`src/verilog/pin_state_pkg.sv`:
```
// Package: operating modes, pin control carrier and reset values for the pin-state block
package pin_state_pkg;

	// Operating mode indication from the mode controller
	typedef enum logic [2:0] {
		MODE_ACTIVE = 3'h0,
		MODE_SLEEP = 3'h1,
		MODE_STANDBY = 3'h2,
		MODE_WATCH = 3'h3,
		MODE_SUBACTIVE = 3'h4
	} op_mode_t;

	localparam int STD_PINS = 13;
	localparam int HV_PINS = 32;

	// Per-pin pad controls
	typedef struct packed {
		logic out_en;
		logic out_val;
		logic pull_en;
		logic in_en;
	} pad_ctl_t;

	localparam logic [STD_PINS-1:0] STD_ZERO = 13'h0000;
	localparam logic [HV_PINS-1:0] HV_ZERO = 32'h0000_0000;

endpackage : pin_state_pkg

```
`src/verilog/pad_state_sel.sv`:
```
// Combinational per-pin pad state selection for one pin
`timescale 1ns/1ns
`default_nettype none

module pad_state_sel (
	// Mode
	input wire pin_state_pkg::op_mode_t i_mode,
	input wire logic i_reset,
	// Pin configuration
	input wire logic i_high_voltage,
	input wire logic i_pull_option,
	input wire logic i_periph_input,
	input wire logic i_direction,
	input wire logic i_data,
	input wire logic i_held_data,
	// Result
	output var pin_state_pkg::pad_ctl_t o_ctl
);
	import pin_state_pkg::*;

	always_comb begin
		o_ctl = '0;
		if (i_reset) begin
			o_ctl.pull_en = i_pull_option;
		end else begin
			unique case (i_mode)
				MODE_ACTIVE: begin
					o_ctl.out_en = i_direction;
					o_ctl.out_val = i_data;
					o_ctl.in_en = 1'b1;
					// Standard pull-up stays on whatever direction and data say
					o_ctl.pull_en = i_pull_option && !i_high_voltage;
				end
				MODE_SLEEP: begin
					// Outputs keep the level captured on entry, inputs float unless a standard pull-up is optioned
					o_ctl.out_en = i_direction;
					o_ctl.out_val = i_held_data;
					o_ctl.pull_en = i_pull_option && !i_high_voltage;
				end
				MODE_STANDBY, MODE_WATCH, MODE_SUBACTIVE: begin
					// Standard pull-ups off; optioned high-voltage pull-downs turn on
					o_ctl.pull_en = i_pull_option && i_high_voltage;
				end
				default: o_ctl = '0;
			endcase
		end
		// Peripheral inputs are never gated; board must hold them steady
		if (i_periph_input) begin
			o_ctl.in_en = 1'b1;
		end
	end

endmodule : pad_state_sel

`default_nettype wire

```
`src/verilog/port_low_power_pin_states.sv`:
```
// Top: pad state control for standard and high-voltage ports across reset and power modes
`timescale 1ns/1ns
`default_nettype none

// Summary of operation
// - In sleep, output pins hold their entry value; input pins float unless a standard pull-up is optioned.
// - Standard pull-up option is on in active and sleep regardless of registers.
// - Standby, watch, subactive turn standard pull-ups off; those pins float.
// - In reset, standard pins pull up if optioned, else float.
// - High-voltage pins pull down in reset and deep modes if optioned, else float.
// - Peripheral input buffers stay enabled in every power-down mode.
// - Dedicated high-voltage input pin is high impedance except in active mode.
module port_low_power_pin_states (
	// Clock and reset
	input wire logic I_CLK,
	input wire logic I_RESET,
	// Mode controller
	input wire pin_state_pkg::op_mode_t I_MODE,
	// Mask options
	input wire logic [pin_state_pkg::STD_PINS-1:0] I_STD_PULLUP_OPT,
	input wire logic [pin_state_pkg::HV_PINS-1:0] I_HV_PULLDOWN_OPT,
	input wire logic I_HV_INPUT_OPT,
	// Port registers and function select
	input wire logic [pin_state_pkg::STD_PINS-1:0] I_STD_PORT_DIRECTION_REGISTER,
	input wire logic [pin_state_pkg::STD_PINS-1:0] I_STD_PORT_OUTPUT_REGISTER,
	input wire logic [pin_state_pkg::STD_PINS-1:0] I_STD_PERIPH_IN,
	input wire logic [pin_state_pkg::HV_PINS-1:0] I_HV_PORT_DIRECTION_REGISTER,
	input wire logic [pin_state_pkg::HV_PINS-1:0] I_HV_PORT_OUTPUT_REGISTER,
	input wire logic [pin_state_pkg::HV_PINS-1:0] I_HV_PERIPH_IN,
	// Standard pads
	output logic [pin_state_pkg::STD_PINS-1:0] O_STD_OE,
	output logic [pin_state_pkg::STD_PINS-1:0] O_STD_OUT,
	output logic [pin_state_pkg::STD_PINS-1:0] O_STD_PULLUP_EN,
	output logic [pin_state_pkg::STD_PINS-1:0] O_STD_IN_EN,
	// High-voltage pads
	output logic [pin_state_pkg::HV_PINS-1:0] O_HV_OE,
	output logic [pin_state_pkg::HV_PINS-1:0] O_HV_OUT,
	output logic [pin_state_pkg::HV_PINS-1:0] O_HV_PULLDOWN_EN,
	output logic [pin_state_pkg::HV_PINS-1:0] O_HV_IN_EN,
	// Dedicated high-voltage input pin
	output logic O_HVIN_IN_EN,
	output logic O_HVIN_PULLDOWN_EN
);
	import pin_state_pkg::*;

	////////////////////////////////////////////////////////////////////////////////
	// Helper functions

	// Sleep freezes the output data; every other mode keeps tracking it
	function automatic logic tracks_data(input op_mode_t mode);
		return mode != MODE_SLEEP;
	endfunction : tracks_data

	// Dedicated input gate: only with the input option, out of reset, in active mode
	function automatic logic hvin_gate(input logic opt, input logic rst, input op_mode_t mode);
		return opt && !rst && (mode == MODE_ACTIVE);
	endfunction : hvin_gate

	////////////////////////////////////////////////////////////////////////////////
	// Sleep entry capture
	// The value in force at the last edge before sleep is frozen, so a write
	// landing on the entry edge itself cannot leak onto the pins.

	logic [STD_PINS-1:0] std_held_ff;
	logic [HV_PINS-1:0] hv_held_ff;

	always_ff @(posedge I_CLK) begin
		if (I_RESET) begin
			std_held_ff <= STD_ZERO;
		end else if (tracks_data(I_MODE)) begin
			std_held_ff <= I_STD_PORT_OUTPUT_REGISTER;
		end
	end

	always_ff @(posedge I_CLK) begin
		if (I_RESET) begin
			hv_held_ff <= HV_ZERO;
		end else if (tracks_data(I_MODE)) begin
			hv_held_ff <= I_HV_PORT_OUTPUT_REGISTER;
		end
	end

	////////////////////////////////////////////////////////////////////////////////
	// Per-pin selection

	pad_ctl_t std_ctl [STD_PINS];
	pad_ctl_t hv_ctl [HV_PINS];
	logic [STD_PINS-1:0] nxt_std_oe, nxt_std_out, nxt_std_pu, nxt_std_in;
	logic [HV_PINS-1:0] nxt_hv_oe, nxt_hv_out, nxt_hv_pd, nxt_hv_in;

	for (genvar i = 0; i < STD_PINS; i++) begin : g_std
		pad_state_sel u_sel (
			.i_mode(I_MODE),
			.i_reset(I_RESET),
			.i_high_voltage(1'b0),
			.i_pull_option(I_STD_PULLUP_OPT[i]),
			.i_periph_input(I_STD_PERIPH_IN[i]),
			.i_direction(I_STD_PORT_DIRECTION_REGISTER[i]),
			.i_data(I_STD_PORT_OUTPUT_REGISTER[i]),
			.i_held_data(std_held_ff[i]),
			.o_ctl(std_ctl[i])
		);
		assign nxt_std_oe[i] = std_ctl[i].out_en;
		assign nxt_std_out[i] = std_ctl[i].out_val;
		assign nxt_std_pu[i] = std_ctl[i].pull_en;
		assign nxt_std_in[i] = std_ctl[i].in_en;
	end

	for (genvar j = 0; j < HV_PINS; j++) begin : g_hv
		pad_state_sel u_sel (
			.i_mode(I_MODE),
			.i_reset(I_RESET),
			.i_high_voltage(1'b1),
			.i_pull_option(I_HV_PULLDOWN_OPT[j]),
			.i_periph_input(I_HV_PERIPH_IN[j]),
			.i_direction(I_HV_PORT_DIRECTION_REGISTER[j]),
			.i_data(I_HV_PORT_OUTPUT_REGISTER[j]),
			.i_held_data(hv_held_ff[j]),
			.o_ctl(hv_ctl[j])
		);
		assign nxt_hv_oe[j] = hv_ctl[j].out_en;
		assign nxt_hv_out[j] = hv_ctl[j].out_val;
		assign nxt_hv_pd[j] = hv_ctl[j].pull_en;
		assign nxt_hv_in[j] = hv_ctl[j].in_en;
	end

	////////////////////////////////////////////////////////////////////////////////
	// Registered pad outputs
	// One cycle of latency is accepted so every pad control is glitch free.

	// Standard output enables
	always_ff @(posedge I_CLK) begin
		O_STD_OE <= nxt_std_oe;
	end

	// Standard output data
	always_ff @(posedge I_CLK) begin
		O_STD_OUT <= nxt_std_out;
	end

	// Standard pull-ups
	always_ff @(posedge I_CLK) begin
		O_STD_PULLUP_EN <= nxt_std_pu;
	end

	// Standard input gates
	always_ff @(posedge I_CLK) begin
		O_STD_IN_EN <= nxt_std_in;
	end

	// High-voltage output enables
	always_ff @(posedge I_CLK) begin
		O_HV_OE <= nxt_hv_oe;
	end

	// High-voltage output data
	always_ff @(posedge I_CLK) begin
		O_HV_OUT <= nxt_hv_out;
	end

	// High-voltage pull-downs
	always_ff @(posedge I_CLK) begin
		O_HV_PULLDOWN_EN <= nxt_hv_pd;
	end

	// High-voltage input gates
	always_ff @(posedge I_CLK) begin
		O_HV_IN_EN <= nxt_hv_in;
	end

	// Without the input option the dedicated pin is not ours to control
	always_ff @(posedge I_CLK) begin
		O_HVIN_IN_EN <= hvin_gate(I_HV_INPUT_OPT, I_RESET, I_MODE);
	end

	// The dedicated input never carries a pull-down, so it floats off active mode
	always_ff @(posedge I_CLK) begin
		O_HVIN_PULLDOWN_EN <= 1'b0;
	end

endmodule : port_low_power_pin_states

`default_nettype wire

```
`config.mk`:
```
export PLATFORM = sky130hd
export DESIGN_NAME = port_low_power_pin_states
export DESIGN_NICKNAME = d
export VERILOG_FILES = /design/src/verilog/pin_state_pkg.sv /design/src/verilog/pad_state_sel.sv /design/src/verilog/port_low_power_pin_states.sv
export SDC_FILE = /design/constraint.sdc
export NUM_CORES = 1
export LEC_CHECK = 0
export BUFFER_PORTS_ARGS = -buffer_cell sky130_fd_sc_hd__buf_2
export CAP_MARGIN = 20
export CORE_AREA = 2 2 144 146
export DETAILED_ROUTE_END_ITERATION = 6
export DIE_AREA = 0 0 146 148
export PLACE_DENSITY = 0.67
export SLEW_MARGIN = 5
export SYNTH_ARGS = -nofsm -noshare
export SYNTH_HDL_FRONTEND = slang
export SYNTH_SLANG_ARGS = --single-unit
```
`constraint.sdc`:
```
create_clock -name I_CLK -period 1.05 [get_ports I_CLK]
set_input_delay 0 -clock I_CLK [delete_from_list [all_inputs] [get_ports I_CLK]]
set_output_delay 0 -clock I_CLK [all_outputs]
set_load 0.02 [all_outputs]
```
==> results of run 1 <==
==> layout make-up <==
type,count,area share
sequential,226,0.363
multi-input combinational,369,0.210
tap,270,0.0271
timing repair buffer,575,0.322
clock buffer,36,0.0574
antenna,2,0.000401
clock inverter,6,0.0104
inverter,33,0.00992
==> tightest hold or removal path, delay by kind of cell <==
family	cells	cell delay, ns
buf+inv	1	0.09
simple gates	2	0.33
==> kinds of logic (layout without fill, tap and decap cells) <==
kind of cell	count (synthesis)	in the layout	share of synthesized area
DFF	226	226	0.604
AOI/OAI and AO/OA	33	33	0.0361
buffers and inverters	78	650	0.0465
and+or+nand+nor	245	245	0.192
muxes	90	90	0.120
other	1	3	0.000501
==> state kept, by name, indices dropped and copies added, names as in the netlist <==
| signal | cells |
|---|---|
| O_STD_IN_EN | 13 |
| hv_held_ff | 32 |
| O_HV_OE | 32 |
| O_STD_OUT | 13 |
| O_HV_PULLDOWN_EN | 32 |
| std_held_ff | 13 |
| O_STD_PULLUP_EN | 13 |
| O_HVIN_IN_EN | 1 |
| O_HV_OUT | 32 |
| O_HV_IN_EN | 32 |
| O_STD_OE | 13 |
==> power by group <==
part	switching [mW]	internal (mW)	leakage [nW]	total, mW
Clock	3.36	5.67	0.415	9.03
Sequential	0.151	9.01	1.87	9.17
Combinational	1.29	1.40	3.74	2.70
Total	4.80	16.1	6.02	20.9
==> worst paths after layout <==
path	endpoint	slack, ns	cells after the start
min	O_HVIN_IN_EN$_DFF_P_	-0.03	3
max	O_HV_IN_EN[19]	-0.04	1
min reg2reg	hv_held_ff[13]$_SDFFE_PP0P_	0.47	2
max reg2reg	O_HV_OUT[5]$_SDFF_PP0_	0.38	2
==> repair_timing <==
action                                 in CTS  in global routing
setup endpoints to repair                   4                  7
resized for setup                           5                  8
endpoints found under the hold margin     226                  1
==> cells in the final DEF, fill, tap and decap left out, drive strengths merged <==
master and count:
buf 392, dlygate4sd3 181, a31oi 32, inv 33, conb 1, nand2b 91
nor4 1, and2 58, nor3b 2, bufinv 4, nor2 45, o21bai 1
dfxtp 226, or2 45, or3b 1, diode 2, mux2i 90, clkbuf 38
clkinv 2, or3 1, nor3 1
==> metal layers <==
metal,global-route usage,wire [µm],vias to the layer above
met2,0.391,12500,282
met4,0.0937,1060,2
li1,-,-,3254
met1,0.229,9160,3112
met3,0.0500,1530,68
met5,0,9,-
==> summary.md, run 1 <==
| Metric | Value |
|---|---|
| Fin crit share | `1.03` |
| Synth area leader | `dfxtp_1` |
| Area Growth Syn to Fin | `66.7%` |
| WL/cell | `between 15 and 20 µm` |
| Vias in the first global route | `approximately 7000` |
| Max incr delay on CP | `0.39 ns` |
| Global-route wire length before repair | `36600 µm` |
| Syn Std Cell Area | `7490 µm²` |
| Top_reg_cell synth | `dfxtp_1` |
| Critical Path Start | `O_HV_IN_EN[19]$_SDFF_PP1_` |
| Syn. warnings | `0` |
| Post-Synthesis Net Count | `859` |
| Post-CTS setup repair buffer count | `0` |
| Number of fill cells in the layout | `1524` |
| Setup CP Type | `reg -> out` |
| Clk_skew | `approximately 0.0049 ns` |
| Pre-CTS setup slack | `-0.135 ns` |
| Largest net degree at the start of global routing | `67` |
| Via Count | `approximately 6700` |
| CP max-delay cell | `dfxtp_1` |
| Violated checks | `negative hold slack, negative setup slack` |
| Async S/R FF share, synth | `0` |
| Routed Antenna Nets | `0` |
| Number of synthesized register bits | `226` |
| Startpoint class of the critical path | `flop` |
| Iter 0 DRT Violations | `between 200 and 250` |
| Nets@finish | `around 1400` |
| Worst setup EP type | `output pin` |
| IO Port Bufs | `between 300 and 400` |
| Critical path buffer and inverter count | `1` |
| Overall Global Routing Usage | `0.211` |
| Synth cell types | `22` |
| Synth top area share | `0.604` |
| Fmax | `about 920 MHz` |
| Core Rows | `52` |
| H-Tree Depth | `1` |
| Min-delay src | `I_MODE[1]` |
| Syn Inst Count | `around 670` |
| Core area | `approximately 20000 µm²` |
| Commonest cells in the netlist | `dfxtp_1 (226), nand2b_1 (91), mux2i_1 (90), and2_1 (58), nor2_1 (45)` |
| Placed Area | `between 9000 and 10000 µm²` |
| Max Root-Sink Buffers | `3` |
| Clock latency on the worst-skew pair | `0.50 ns` |
| Max-Cap Viols | `0` |
| Hold_buf cts | `approximately 180` |
| CTS buffer count | `25` |
| Endpoints failing setup | `1` |
| Syn avg cell area | `approximately 11 µm²` |
| Initial antenna violation count | `1` |
| Hold WS | `-0.0316 ns` |
| Multi-input logic area | `around 2600 µm²` |
| Post-placement cell count | `~1300` |
| Top cells by area, synth | `dfxtp_1 (60%), mux2i_1 (12%), nand2b_1 (7.6%), and2_1 (4.8%), or2_2 (3.5%)` |
| Detailed Routing Iterations Pass 1 | `5` |
| Total Wirelength | `24200 µm` |
| Gr ovfl total | `0` |
| RR Startpoint | `hv_held_ff[5]$_SDFFE_PP0P_` |
| Most common cell in the netlist | `dfxtp_1` |
| Post-DP HPWL | `roughly 15000 µm` |
| Post-DR vias/cell | `between 4 and 5` |
| Remaining DRCs | `0` |
| Worst setup margin | `-0.0351 ns` |
| FF+latch area | `around 4500 µm²` |
| Peak fanout along the critical path | `1` |
| Register area share after synthesis | `0.604` |
| Crit path cell chain | `buf_2` |
| Ports | `around 370` |
| Delay-heaviest family, CP | `flip-flops` |
| Leakage | `about 6.0 nW` |
| Final min period | `between 1 and 1.5 ns` |
| CTS tree | `done` |
| CTS clock-pin slew for the worst setup and hold paths | `roughly 0.060 ns` |
| Initial Utilization | `0.374` |
| Die X | `146 µm` |
| Max rail drop VDD | `roughly 0.0013 V` |
| Post-synth EDFFs | `0` |
| Layout cells sized above 1 | `0.392` |
| DIE AREA | `21600 µm²` |
| Die H | `approximately 150 µm` |
| Worst Hold Class | `in -> reg` |
| Max Transition Viols Final | `0` |
| PD cells | `around 1700 nW/µm²` |
| Final Hold Violating Endpoints | `1` |
| Total Power | `about 21 mW` |
| Num Clock Sinks | `~230` |
| Final design utilization | `0.623` |
| Root buffer cell | `clkbuf_16` |
| Setup tns final | `-0.0351 ns` |
| Critical Path RT | `~1.1 ns` |
| Post-layout instance area | `roughly 12000 µm²` |
| Worst Path Arrival | `~1.1 ns` |
| Non-filler instance count after layout | `~1500` |
| Outcome | `complete, but fails checks` |
| Placer Congestion | `a little over 0.8` |
Note: power is estimated with default switching activity, not from simulation.
==> inputs of run 2 (changes only) <==
==> constraint.sdc (replaced) <==
create_clock -name I_CLK -period 1.3 [get_ports I_CLK]
set_input_delay 0 -clock I_CLK [delete_from_list [all_inputs] [get_ports I_CLK]]
set_output_delay 0 -clock I_CLK [all_outputs]
set_load 0.02 [all_outputs]
==> run 2 against run 1 <==
The run now ends clean. Critical path type unchanged. Sequential cell count is the same. Sequential power shrank 19%. Cell area shrank 1.8%. First-iteration DRC count shrank 22%. Worst setup slack gained 0.27 ns. Global-route usage shrank 0.60 points. Non-clock buffer count shrank 17. Via count shrank 2.8%. Sequential share of layout area grew 0.63 points.
==> summary.md, run 2 (synthesized netlist as in run 1, its figures left out) <==
| Metric | Value |
|---|---|
| Outcome | `completed (was complete, but fails checks)` |
| Max rail drop VDD | `0.00120 V (was 0.00126 V)` |
| Post-layout instance area | `12300 µm² (was 12500 µm²)` |
| Via Count | `6533 (was 6718)` |
| Clock latency on the worst-skew pair | `0.50 ns (about the same)` |
| Detailed Routing Iterations Pass 1 | `4 (was 5)` |
| Fmax | `roughly 940 MHz` |
| Global-route wire length before repair | `35900 µm (was 36600 µm)` |
| Worst Hold Class | `in -> reg (unchanged)` |
| Final design utilization | `0.612 (was 0.623)` |
| Fin crit share | `0.817` |
| Core Rows | `52 (unchanged)` |
| Area Growth Syn to Fin | `63.8% (was 66.7%)` |
| Initial Utilization | `0.374 (unchanged)` |
| Ports | `368 (unchanged)` |
| Worst setup EP type | `output pin (unchanged)` |
| R2r setup slk | `0.67 ns (was 0.38 ns)` |
| Setup tns final | `0 ns (was -0.0351 ns)` |
| Vias in the first global route | `6710 (was 7007)` |
| CTS buffer count | `24 (was 25)` |
| Max Transition Viols Final | `0 (unchanged)` |
| Remaining DRCs | `0 (unchanged)` |
| Die H | `148 µm (unchanged)` |
| Overall Global Routing Usage | `0.205 (was 0.211)` |
| Final Hold Violating Endpoints | `0 (was 1)` |
| CP max-delay cell | `dfxtp_1 (unchanged)` |
| Commonest non-fill, non-tap cells in the layout | `buf_2 (366), dfxtp_1 (226), dlygate4sd3_1 (181) (was buf_2 (356), dfxtp_1 (224), dlygate4sd3_1 (181))` |
| Critical Path Start | `O_HV_IN_EN[10]$_SDFF_PP1_ (was O_HV_IN_EN[19]$_SDFF_PP1_)` |
| Setup CP Type | `reg -> out (unchanged)` |
| Delay-heaviest family, CP | `flip-flops (unchanged)` |
| Placed Area | `9600 µm² (was 9790 µm²)` |
| CTS clock-pin slew for the worst setup and hold paths | `0.06 ns (about the same)` |
| RR Startpoint | `hv_held_ff[28]$_SDFFE_PP0P_ (was hv_held_ff[5]$_SDFFE_PP0P_)` |
| Post-DR vias/cell | `4.36 (was 4.43)` |
| Critical Path RT | `1.30 ns (was 1.05 ns)` |
| Worst Path Arrival | `1.06 ns (was 1.09 ns)` |
| IO Port Bufs | `366 (unchanged)` |
| Worst setup margin | `0.237 ns (was -0.0351 ns)` |
| Critical path buffer and inverter count | `1 (unchanged)` |
| DIE AREA | `21600 µm² (unchanged)` |
| Hold_buf cts | `181 (unchanged)` |
| Layout cells sized above 1 | `0.386 (was 0.392)` |
| PostCTS Resize Cnt | `0 (was 5)` |
| Placer Congestion | `0.813 (was 0.809)` |
| Peak fanout along the critical path | `1 (unchanged)` |
| Pre-CTS setup slack | `0.0706 ns (was -0.135 ns)` |
| CTS tree | `done (unchanged)` |
| Nets@finish | `1398 (was 1416)` |
| Iter 0 DRT Violations | `158 (was 202)` |
| Core area | `20000 µm² (unchanged)` |
| H-Tree Depth | `1 (unchanged)` |
| Die X | `146 µm (unchanged)` |
| Hold depth | `4 (was 3)` |
| Final min period | `about 1.1 ns` |
| WP depth | `1 (unchanged)` |
| Ant diodes | `0 (was 2)` |
| Number of fill cells in the layout | `1551 (was 1524)` |
| Post-DP HPWL | `13900 µm (was 14600 µm)` |
| RSZ-0062 raised after global routing | `no` |
| Crit path cell chain | `buf_2 (unchanged)` |
| Commonest non-fill, non-tap cell in the layout | `buf_2 (unchanged)` |
| Hold WS | `0.0750 ns (was -0.0316 ns)` |
| WL/cell | `15.7 µm (was 16.0 µm)` |
| Max incr delay on CP | `0.37 ns (was 0.39 ns)` |
| Num Clock Sinks | `226 (unchanged)` |
| Startpoint class of the critical path | `flop (unchanged)` |
| Clk_skew | `0.00473 ns (was 0.00485 ns)` |
| Min-delay src | `I_RESET (was I_MODE[1])` |
| Largest net degree at the start of global routing | `61 (was 67)` |
| Max Root-Sink Buffers | `3 (unchanged)` |
| Initial antenna violation count | `0 (was 1)` |
| Total Wirelength | `23600 µm (was 24200 µm)` |
| Root buffer cell | `clkbuf_16 (unchanged)` |
| PD cells | `1370 nW/µm² (was 1670 nW/µm²)` |
| Max-Cap Viols | `0 (unchanged)` |
| Gr ovfl total | `0 (unchanged)` |
| R2r worst-path depth | `2 (unchanged)` |
| Min-Delay Endpoint | `O_HV_OUT[9]$_SDFF_PP0_ (was O_HVIN_IN_EN$_DFF_P_)` |
| Endpoints failing setup | `0 (was 1)` |
| Leakage | `5.92 nW (was 6.02 nW)` |
| Post-CTS setup repair buffer count | `0 (unchanged)` |
| Routed Antenna Nets | `0 (unchanged)` |
| FF-to-FF End | `O_HV_OUT[28]$_SDFF_PP0_ (was O_HV_OUT[5]$_SDFF_PP0_)` |
run 2: cell count changes in the layout (fill, tap and decap cells not counted), sizes merged:
cell,previous run,this run
diode,2,0
buf,392,377
clkbuf,38,30
clkinvlp,0,2
clkinv,2,8
run 2: final cells by class:
cell class	instances	area, µm²	share of cell area
clock buffer	30	674	0.0550
clock inverter	14	175	0.0143
inverter	33	124	0.0101
multi-input combinational	369	2630	0.214
sequential	226	4520	0.369
tap	270	338	0.0276
timing repair buffer	558	3800	0.310
run 2: power breakdown:
group / internal [mW] / switching, mW
logic: 1.08 / 1.03
clock network: 4.47 / 2.82
registers: 7.28 / 0.113
run 2: worst max-delay path by stage:
stage | endpoint | slack [ns]
after floorplan | O_HV_OE[10]$_SDFF_PP0_ | 0.43
after global placement | hv_held_ff[16]$_SDFFE_PP0P_ | 0.13
after detailed placement | hv_held_ff[17]$_SDFFE_PP0P_ | 0.07
after CTS | O_HV_IN_EN[10] | 0.21
after global routing | O_HV_IN_EN[10] | 0.18
final | O_HV_IN_EN[10] | 0.24
run 2: metal layers:
metal  global-route usage  wire [µm]  vias to the layer above
met5                    0          0                        -
met4               0.0728        686                        0
met3               0.0546       1640                       61
met2                0.376      12100                      253
met1                0.230       9230                     3005
li1                     -          -                     3214
run 2: per-stage QoR:
stage	power (mW)	cells
final	16.8	1500
after global routing	17.4	1500
after CTS	16.8	1500
after detailed placement	9.17	1275
after global placement	9.14	1275
after floorplan	8.47	673
